$ cat config.mk
export PLATFORM = sky130hd
export DESIGN_NAME = adc_sequence_control
export DESIGN_NICKNAME = d
export VERILOG_FILES = /design/src/logic/seq_ctrl_pkg.sv /design/src/logic/adc_sequence_control.sv
export SDC_FILE = /design/constraint.sdc
export NUM_CORES = 1
export LEC_CHECK = 0
export ABC_CLOCK_PERIOD_IN_PS = 3900
export BUFFER_PORTS_ARGS = -buffer_cell sky130_fd_sc_hd__buf_2
export CAP_MARGIN = 15
export CORE_MARGIN = 2
export CORE_UTILIZATION = 55
export CTS_CLUSTER_SIZE = 14
export DETAILED_ROUTE_END_ITERATION = 16
export PLACE_DENSITY = 0.86
export SETUP_SLACK_MARGIN = 0.3
export SLEW_MARGIN = 10
export SYNTH_ARGS = -nofsm -noshare
export SYNTH_HDL_FRONTEND = slang
export SYNTH_SLANG_ARGS = --single-unit
export TNS_END_PERCENT = 1
$ cat constraint.sdc
create_clock -name CLK -period 3.9 [get_ports CLK]
set_input_delay 0.78 -clock CLK [delete_from_list [all_inputs] [get_ports CLK]]
set_output_delay 0.78 -clock CLK [all_outputs]
set_load 0.1 [all_outputs]
$ cat src/logic/seq_ctrl_pkg.sv
package seq_ctrl_pkg;
  localparam logic [3:0] OFS_SEQ_CTRL = 4'h0;
  localparam logic [3:0] OFS_CFG = 4'h4;
  localparam logic [3:0] OFS_STATUS = 4'h8;
  // control byte fields
  localparam int BIT_RJUST = 7;
  localparam int BIT_SIGNED = 6;
  localparam int BIT_SCAN = 5;
  localparam int BIT_MANY = 4;
  localparam int SEL_LSB = 0;
  // configuration word fields
  localparam int CFG_RES8 = 0;
  localparam int CFG_ETRIG = 1;
  localparam int CFG_WRAP_LSB = 4;
  localparam int CFG_LEN_LSB = 8;
  // status word fields
  localparam int ST_BUSY = 0;
  localparam int ST_CMPL = 1;
  localparam int ST_ARMED = 2;
  localparam int ST_CNT_LSB = 4;
  localparam int ST_CH_LSB = 8;
  localparam logic [7:0] RST_SEQ_CTRL = 8'h00;
  localparam logic [3:0] RST_WRAP = 4'hF;
  localparam logic [3:0] RST_LEN = 4'h4;
  localparam logic [3:0] RST_CNT = 4'h0;
  localparam logic [3:0] RST_CH = 4'h0;
  localparam logic [15:0] RST_WORD = 16'h0000;
  localparam logic [31:0] RST_RDATA = 32'h0000_0000;

  typedef enum logic [1:0] {S_IDLE, S_ARMED, S_CONV} seq_e;

  typedef struct packed {
    logic [7:0] ctrl;
    logic res8;
    logic etrig;
    logic [3:0] wrap;
    logic [3:0] len;
    seq_e st;
    logic [3:0] cnt;
    logic [3:0] ch;
    logic start;
    logic [15:0] word;
    logic valid;
    logic cmpl;
    logic ack;
    logic [31:0] rdata;
    logic [2:0] trig_sync;
    logic trig_lvl;
  } state_s;
endpackage : seq_ctrl_pkg

$ cat src/logic/adc_sequence_control.sv
// Operation
// control write aborts, restarts fresh sequence
// external trigger: arm by write, trigger starts
// start pulse marks beginning of sampling
// bit 7 selects right justification
// bit 6 selects two's complement results
// right justified is always unsigned
// bit 5 selects continuous scan
// external trigger ignores scan, one sequence
// single mode converts select code only
// multi mode converts length channels from select
// increment, wrap to zero after limit
// start above limit wraps after fifteen
// select code maps directly to input
// 8-bit left result in bits 15:8
// 8-bit right result in bits 7:0
// 10-bit left result in bits 15:6
// 10-bit right result in bits 9:0
// signed left equals unsigned top bit inverted
// resolution bit: zero ten, one eight
// restart clears conversion counter
// control resets to zero, nothing started
//
// Implementation choices: the placing of the registers and the Avalon-MM interface to the registers.
`timescale 1ns/1ns
`default_nettype none
module adc_sequence_control (
  input wire logic CLK,
  input wire logic ARST_N,
  input wire logic [3:0] ADDRESS,
  input wire logic READ,
  input wire logic WRITE,
  input wire logic [31:0] WRITEDATA,
  input wire logic [3:0] BYTEENABLE,
  output logic [31:0] READDATA,
  output logic WAITREQUEST,
  input wire logic EXT_TRIG,
  input wire logic CONV_DONE,
  input wire logic [9:0] CONV_DATA,
  output logic SAMPLE_START,
  output logic [3:0] CHANNEL,
  output logic LOW_RES,
  output logic [15:0] RESULT_WORD,
  output logic RESULT_VALID,
  output logic [3:0] CONV_COUNT,
  output logic SEQ_BUSY
);
  import seq_ctrl_pkg::*;

  state_s cur_ff;
  state_s nxt_ff;
  logic acc;
  logic wr_ctrl;
  logic wr_cfg;
  logic wr_stat;
  logic trig_evt;
  logic last;
  logic done;
  logic [31:0] rd_val;

  // one wait cycle so read data comes from a flip-flop
  assign WAITREQUEST = (READ | WRITE) & ~cur_ff.ack;
  assign acc = cur_ff.ack & (READ | WRITE);
  assign wr_ctrl = acc & WRITE & (ADDRESS == OFS_SEQ_CTRL) & BYTEENABLE[0];
  assign wr_cfg = acc & WRITE & (ADDRESS == OFS_CFG);
  assign wr_stat = acc & WRITE & (ADDRESS == OFS_STATUS) & BYTEENABLE[0];
  // change counts once second and third stage agree
  assign trig_evt = (cur_ff.trig_sync[1] == cur_ff.trig_sync[2])
                    & cur_ff.trig_sync[2] & ~cur_ff.trig_lvl;
  // a done in the start cycle belongs to the conversion just dropped
  assign done = (cur_ff.st == S_CONV) & CONV_DONE & ~cur_ff.start;
  // length code zero runs sixteen conversions
  assign last = ~cur_ff.ctrl[BIT_MANY]
                | (cur_ff.cnt == cur_ff.len - 4'h1);

  function automatic logic [15:0] fmt(input logic [9:0] d,
                                      input logic res8,
                                      input logic rj,
                                      input logic sgn);
    logic [15:0] w;
    w = 16'h0000;
    if (rj) begin
      if (res8) begin
        w = {8'h00, d[7:0]};
      end else begin
        w = {6'h00, d};
      end
    end else begin
      if (res8) begin
        w = {d[7:0], 8'h00};
      end else begin
        w = {d, 6'h00};
      end
      // signed only exists left justified
      w[15] = w[15] ^ sgn;
    end
    return w;
  endfunction : fmt

  always_comb begin
    rd_val = 32'h0000_0000;
    unique case (ADDRESS)
      OFS_SEQ_CTRL: rd_val[7:0] = cur_ff.ctrl;
      OFS_CFG: begin
        rd_val[CFG_RES8] = cur_ff.res8;
        rd_val[CFG_ETRIG] = cur_ff.etrig;
        rd_val[CFG_WRAP_LSB +: 4] = cur_ff.wrap;
        rd_val[CFG_LEN_LSB +: 4] = cur_ff.len;
      end
      OFS_STATUS: begin
        rd_val[ST_BUSY] = cur_ff.st == S_CONV;
        rd_val[ST_CMPL] = cur_ff.cmpl;
        rd_val[ST_ARMED] = cur_ff.st == S_ARMED;
        rd_val[ST_CNT_LSB +: 4] = cur_ff.cnt;
        rd_val[ST_CH_LSB +: 4] = cur_ff.ch;
      end
      default: rd_val = 32'h0000_0000;
    endcase
  end

  always_comb begin
    nxt_ff = cur_ff;
    nxt_ff.ack = (READ | WRITE) & ~cur_ff.ack;
    if ((READ | WRITE) & ~cur_ff.ack) begin
      nxt_ff.rdata = READ ? rd_val : 32'h0000_0000;
    end
    nxt_ff.trig_sync = {cur_ff.trig_sync[1:0], EXT_TRIG};
    if (cur_ff.trig_sync[1] == cur_ff.trig_sync[2]) begin
      nxt_ff.trig_lvl = cur_ff.trig_sync[2];
    end
    nxt_ff.start = 1'b0;
    nxt_ff.valid = 1'b0;
    if (wr_cfg) begin
      if (BYTEENABLE[0]) begin
        nxt_ff.res8 = WRITEDATA[CFG_RES8];
        nxt_ff.etrig = WRITEDATA[CFG_ETRIG];
        nxt_ff.wrap = WRITEDATA[CFG_WRAP_LSB +: 4];
      end
      if (BYTEENABLE[1]) begin
        nxt_ff.len = WRITEDATA[CFG_LEN_LSB +: 4];
      end
    end
    if (wr_stat & WRITEDATA[ST_CMPL]) begin
      nxt_ff.cmpl = 1'b0;
    end
    unique case (cur_ff.st)
      S_IDLE: begin
      end
      S_ARMED: begin
        if (trig_evt) begin
          nxt_ff.st = S_CONV;
          nxt_ff.start = 1'b1;
          nxt_ff.cnt = RST_CNT;
          nxt_ff.ch = cur_ff.ctrl[SEL_LSB +: 4];
        end
      end
      S_CONV: begin
        if (done) begin
          nxt_ff.valid = 1'b1;
          nxt_ff.word = fmt(CONV_DATA, cur_ff.res8,
                            cur_ff.ctrl[BIT_RJUST],
                            cur_ff.ctrl[BIT_SIGNED]);
          if (last) begin
            nxt_ff.cmpl = 1'b1;
            nxt_ff.cnt = RST_CNT;
            nxt_ff.ch = cur_ff.ctrl[SEL_LSB +: 4];
            if (cur_ff.etrig) begin
              nxt_ff.st = S_ARMED;
            end else if (cur_ff.ctrl[BIT_SCAN]) begin
              nxt_ff.start = 1'b1;
            end else begin
              nxt_ff.st = S_IDLE;
            end
          end else begin
            nxt_ff.cnt = cur_ff.cnt + 4'h1;
            nxt_ff.start = 1'b1;
            if (!cur_ff.ctrl[BIT_MANY]) begin
              nxt_ff.ch = cur_ff.ctrl[SEL_LSB +: 4];
            end else if (cur_ff.ch == cur_ff.wrap) begin
              nxt_ff.ch = 4'h0;
            end else begin
              // above the limit this rolls 15 to 0 by itself
              nxt_ff.ch = cur_ff.ch + 4'h1;
            end
          end
        end
      end
      default: nxt_ff.st = S_IDLE;
    endcase
    // a control write overrides the state, count, channel and start set above; a result from done still goes out
    if (wr_ctrl) begin
      nxt_ff.ctrl = WRITEDATA[7:0];
      nxt_ff.cnt = RST_CNT;
      nxt_ff.ch = WRITEDATA[SEL_LSB +: 4];
      nxt_ff.cmpl = 1'b0;
      if (cur_ff.etrig) begin
        nxt_ff.st = S_ARMED;
        nxt_ff.start = 1'b0;
      end else begin
        nxt_ff.st = S_CONV;
        nxt_ff.start = 1'b1;
      end
    end
    // set wins over a status-register clear in the same cycle; a control write clears it even then
    if (done & last) begin
      nxt_ff.cmpl = ~wr_ctrl;
    end
  end

  always_ff @(posedge CLK or negedge ARST_N) begin
    if (!ARST_N) begin
      cur_ff <= '{ctrl: RST_SEQ_CTRL, res8: 1'b0, etrig: 1'b0,
                  wrap: RST_WRAP, len: RST_LEN, st: S_IDLE,
                  cnt: RST_CNT, ch: RST_CH, start: 1'b0,
                  word: RST_WORD, valid: 1'b0, cmpl: 1'b0,
                  ack: 1'b0, rdata: RST_RDATA, trig_sync: 3'h0,
                  trig_lvl: 1'b0};
    end else begin
      cur_ff <= nxt_ff;
    end
  end

  assign READDATA = cur_ff.rdata;
  assign SAMPLE_START = cur_ff.start;
  assign CHANNEL = cur_ff.ch;
  assign LOW_RES = cur_ff.res8;
  assign RESULT_WORD = cur_ff.word;
  assign RESULT_VALID = cur_ff.valid;
  assign CONV_COUNT = cur_ff.cnt;
  assign SEQ_BUSY = cur_ff.st == S_CONV;
endmodule : adc_sequence_control
`default_nettype wire

-- After elaboration in Yosys (flattened, before gate mapping)
Index checks and enable logic that the tools add are counted.
- register bits: 84
- input port bits: 56
- output and inout port bits: 61
- word-level logic and storage cells: 93
- $add $sub $neg: 3
- equal/unequal tests: 12
- mux-type cells: 32
- bitwise operators: 22
- reduce and logical (&&, ||, !) cells: 8
- operators by type and width (operator ; number):
    two-way mux 16 bit ; 5
    two-way mux 29 bit ; 1
    two-way mux 11 bit ; 2
    one-hot mux 9 bit (2 select lines) ; 1
    AND 1 bit ; 14
    two-way mux 12 bit ; 1
    one-hot mux 2 bit (3 select lines) ; 2
    one-hot mux 4 bit (3 select lines) ; 1
    two-way mux 10 bit ; 1
    two-way mux 2 bit ; 5
    two-way mux 9 bit ; 1
    adder 4 x 1 -> 4 bit, second input constant ; 2
    equality test 4 bit ; 2
    two-way mux 1 bit ; 8
    two-way mux 4 bit ; 2
    one-hot mux 4 bit (2 select lines) ; 1
    inequality test 3 x 1 -> 1 bit, second input constant ; 2
    AND reduction 2 bit ; 3
    inverter 1 bit ; 5
    AND reduction 5 bit ; 1
    equality test 4 x 3 -> 1 bit, second input constant ; 1
    equality test 4 bit, second input constant ; 1
    logical NOT 4 bit ; 1
    inequality test 4 x 3 -> 1 bit, second input constant ; 1
    other kinds (12) ; 13

-- Depth between registers and ports, before layout
- depth in word-level cells: 12
- mapped depth: 8
- gate-level depth less buffers: 8

-- Worst setup path before layout
OpenSTA, ideal clock, no wires.
- path type: input to register
- from: in WRITE
- to: reg cur_ff (netlist bit READDATA[0])
- library setup time: 0.084 ns
- arrival time: 2.664 ns
- data required time: 3.816 ns
- slack: 1.152 ns
- cell stages on the path: 7
- buffers on the path: 1
- cell sequence: nor2_1 or2_2 clkbuf_1 inv_1 nand2_1 a2111o_1 o21ai_0
- cells in the longest elaborated chain, start to end: 2
- RTL lines (item ; line ; text):
    from (decl) ; adc_sequence_control.sv:32 ; input wire logic WRITE,
    bitwise OR 1 bit ; n/a ;
    AND 1 bit ; n/a ;
    net WAITREQUEST ; adc_sequence_control.sv:36 ; output logic WAITREQUEST,
    to (signal assigned) ; adc_sequence_control.sv:212 ; cur_ff <= '{ctrl: RST_SEQ_CTRL, res8: 1'b0, etrig: 1'b0,
    to (signal assigned) ; adc_sequence_control.sv:219 ; cur_ff <= nxt_ff;
    to (decl) ; adc_sequence_control.sv:50 ; state_s cur_ff;
The timed path passes the listed nets, and every way through them passes these cells.
A chain may end at the register's enable or synchronous reset.

-- Worst setup path in the final report
- from: reg cur_ff[64] (netlist name)
- to: reg cur_ff (netlist bit CHANNEL[2])
- cells in the longest elaborated chain, start to end: 5
- elaborated cells on any way between the ends: 10
- classes of those cells: 4 x eq/ne; 2 x mux; 2 x bitwise; 2 x reduce/logical
- RTL lines (item ; line ; text):
    equality test 2 bit ; adc_sequence_control.sv:71, adc_sequence_control.sv:146 ;
    AND 1 bit (2 in a row) ; adc_sequence_control.sv:71 ; assign done = (cur_ff.st == S_CONV) & CONV_DONE & ~cur_ff.start;
    inequality test 3 x 1 -> 1 bit (no source line) ; n/a ;
    AND reduction 3 bit (no source line) ; n/a ;
Several ways; a longest one is shown, not always the timed one.

==> run metrics <==
status completed; Final Util 61.6%; top cell type by total area after synthesis dfrtp_1; Slowest-stage cell, CP nor3_1; Commonest cells post-synth nand2_1, dfrtp_1, buf_4; ys flop type dfrtp_1; CTS tree done; Longest Clk Path Bufs 2; Post-Syn Area 0.00357 mm²; CTS Sinks 64; GR Overflow Total 0; TNS Setup 0 ns; Pwr Total 0.00255 W; dpl hpwl 5740 µm; top post-synthesis cells by area dfrtp_1, buf_4, nand2_1; Setup WS post-layout 1.24 ns; area grow syn2layout 8.87%; crit end category register; full die area 0.00715 mm²; FMAX 375 MHz; post-CTS setup buffer count 0; final WL 8000 µm; CP max FO 25; vias per cell 5.64; top-count cell post-synth nand2_1; # IOs about 120; Die Wd 84.6 µm; endpoints failing setup 0; cts hold-fix bufs 0; WS Path Type register to register; critical path data required time between 4 and 5 ns; Least-Margin Pin Slew around 1.1 ns; drc violations 0; post-synthesis sequential area ratio between 40% and 50%; crit path time final 2.66 ns; Final Hold Fails 0; asr flop ratio synth between 90% and 100%; global-route wire length before repair 13,000 µm; Cell Rows 29; final slew viol count 0; reg-to-reg critical path startpoint cur_ff[64]$_DFFE_PN0P_; RSZ-0062 raised after global routing no; Routed Antenna Nets 0; Reg2Reg Setup Slack 1.24 ns; CP Launch Type register; leak pwr 2.00 nW; Worst slew margin 26.8%; VDD IR max around 340 µV; syn avg cell area ~10 µm²; Yosys warning count 0; CTS root buf clkbuf_8; hold path depth 0; Reg clk slew, reported paths 0.07 ns; vias 2,715; hold wc startpoint cur_ff[1]$_DFF_PN0_; initial antenna violation count 0; gr usage total 23.3%; # diodes 0; FILL cells 546; hold crit path type register to register; vias in the first global route 2,680; max cap viols 0; #FFs+latches synth 64; slowest stage delay, CP 0.42 ns; IO Port Bufs 74; CP Cell Sequence inv_1 -> ha_1 -> nand3b_1 -> buf_4 -> inv_1 -> o211ai_1 -> nor3_1 -> a221o_1; hold path endpoint cur_ff[2]$_DFF_PN0_; DR WL/cell 16.6 µm; Syn Inst Count 362; GP Congestion about 0.90; TritonCTS Buffers 9; H-Tree Depth 3; post-CTS resize count 0; Initial DRC Count 320; ratio of final minimum period to clock period 68.3%; Crit Reg-Reg Endpoint CHANNEL[2]$_DFFE_PN0P_; Starting Density 56.5%; Die H roughly 85 µm; Core ar. 0.00631 mm²; number of synthesized flops with an enable pin 0; crit path DAT 2.94 ns; PD cells 656 mW/mm²; Worst-Skew Late Latency between 0.3 and 0.4 ns; pre-CTS setup slack 1.18 ns; ratio of cells with drive above 1 in the final layout just under 30%; top cell type's share of synthesized area 41.4%; Worst Setup SP cur_ff[64]$_DFFE_PN0P_; Most common cell on crit path inv_1; Clock Skew 0.00629 ns; largest net degree at the start of global routing 39; Synth cell types 50; Layout Nets 462; Hold WS 0.352 ns; R2R depth 8; 1st-pass router iterations 7
==> kinds of logic after synthesis <==
group / Yosys count / synth area share (%)
adder cells (fa/ha/maj): 7 / 2.45
other: 1 / 0.105
buffers and inverters: 80 / 14.4
AO/OA/AOI/OAI: 67 / 14.0
XOR/XNOR: 13 / 3.58
flip-flops: 64 / 45.0
AND/OR/NAND/NOR: 112 / 15.0
multiplexers: 18 / 5.36
==> placed cells by master, fill, tap and decap left out, types with 3 or more instances in the layout <==
| master | Yosys | layout |
|---|---|---|
| buf_2 | 1 | 74 |
| nand2_1 | 62 | 62 |
| dfrtp_1 | 59 | 59 |
| conb_1 | 1 | 20 |
| o21ai_0 | 18 | 18 |
| nand3_1 | 15 | 15 |
| nor2_1 | 11 | 11 |
| clkbuf_8 | 0 | 10 |
| xor2_1 | 9 | 9 |
| o31ai_1 | 9 | 9 |
| mux2_2 | 9 | 9 |
| mux2i_1 | 9 | 9 |
| inv_1 | 8 | 8 |
| ha_1 | 7 | 7 |
| a21oi_1 | 6 | 6 |
| a222oi_1 | 6 | 6 |
| a22oi_1 | 5 | 5 |
| dfstp_2 | 5 | 5 |
| buf_4 | 57 | 5 |
| a22o_1 | 4 | 4 |
| and3_1 | 3 | 3 |
| xnor2_1 | 3 | 3 |
| a31o_2 | 3 | 3 |
| nor2b_1 | 3 | 3 |
| nor4_1 | 3 | 3 |
| a221o_1 | 3 | 3 |
| clkinv_2 | 0 | 3 |
==> worst max path at each step <==
stage | end | slack [ns] | cells after the start
after global placement | CHANNEL[2]$_DFFE_PN0P_ | 1.21 | 7
after floorplan | READDATA[0]$_DFFE_PN0P_ | 1.15 | 7
after CTS | WAITREQUEST | 1.25 | 5
after global routing | CHANNEL[2]$_DFFE_PN0P_ | 1.01 | 8
after detailed placement | CHANNEL[1]$_DFFE_PN0P_ | 1.18 | 7
final | CHANNEL[2]$_DFFE_PN0P_ | 1.24 | 8
==> where the power goes <==
part | internal [W] | switching [W] | total [W] | leakage, nW
registers | 0.000778 | 0.000101 | 0.000879 | 0.830
logic | 0.000192 | 0.000850 | 0.00104 | 1.06
clock network | 0.000374 | 0.000256 | 0.000629 | 0.112
==> state kept, by name (all words and copies together), names as in the netlist <==
signal / cells
CHANNEL: 4
CONV_COUNT: 4
LOW_RES: 1
READDATA: 12
RESULT_VALID: 1
RESULT_WORD: 16
SAMPLE_START: 1
cur_ff: 25
==> worst max-delay path, delay by kind of cell (launching register included) <==
family	cells	cell delay [ns]
buf+inv	3	0.74
fa+ha+maj	1	0.27
flops	1	0.40
simple gates	2	0.70
compound gates	2	0.50
==> layer usage <==
layer	up-vias	track usage, %	routed length (µm)
met2	163	37.2	3850
met4	0	12.1	207
met5	-	0	0
met1	1263	30.2	3340
li1	1262	-	-
met3	27	4.62	606
==> layout make-up <==
class                           instances  area (µm²)  share of cell area [%]
Clock buffer                           10         138                    3.54
Inverter                                8        30.0                   0.773
Sequential cell                        64        1610                    41.4
Timing Repair Buffer                   79         408                    10.5
Tap cell                               77        96.3                    2.48
Clock inverter                          6        82.6                    2.12
Multi-Input combinational cell        237        1520                    39.2
==> through the flow <==
step / area [µm²] / std cells
2_1_floorplan: 3640 / 381
3_3_place_gp: 3670 / 465
3_5_place_dp: 3670 / 465
4_1_cts: 3890 / 481
5_1_grt: 3890 / 481
6_report: 3890 / 481
(Power assumes the default switching activity.)
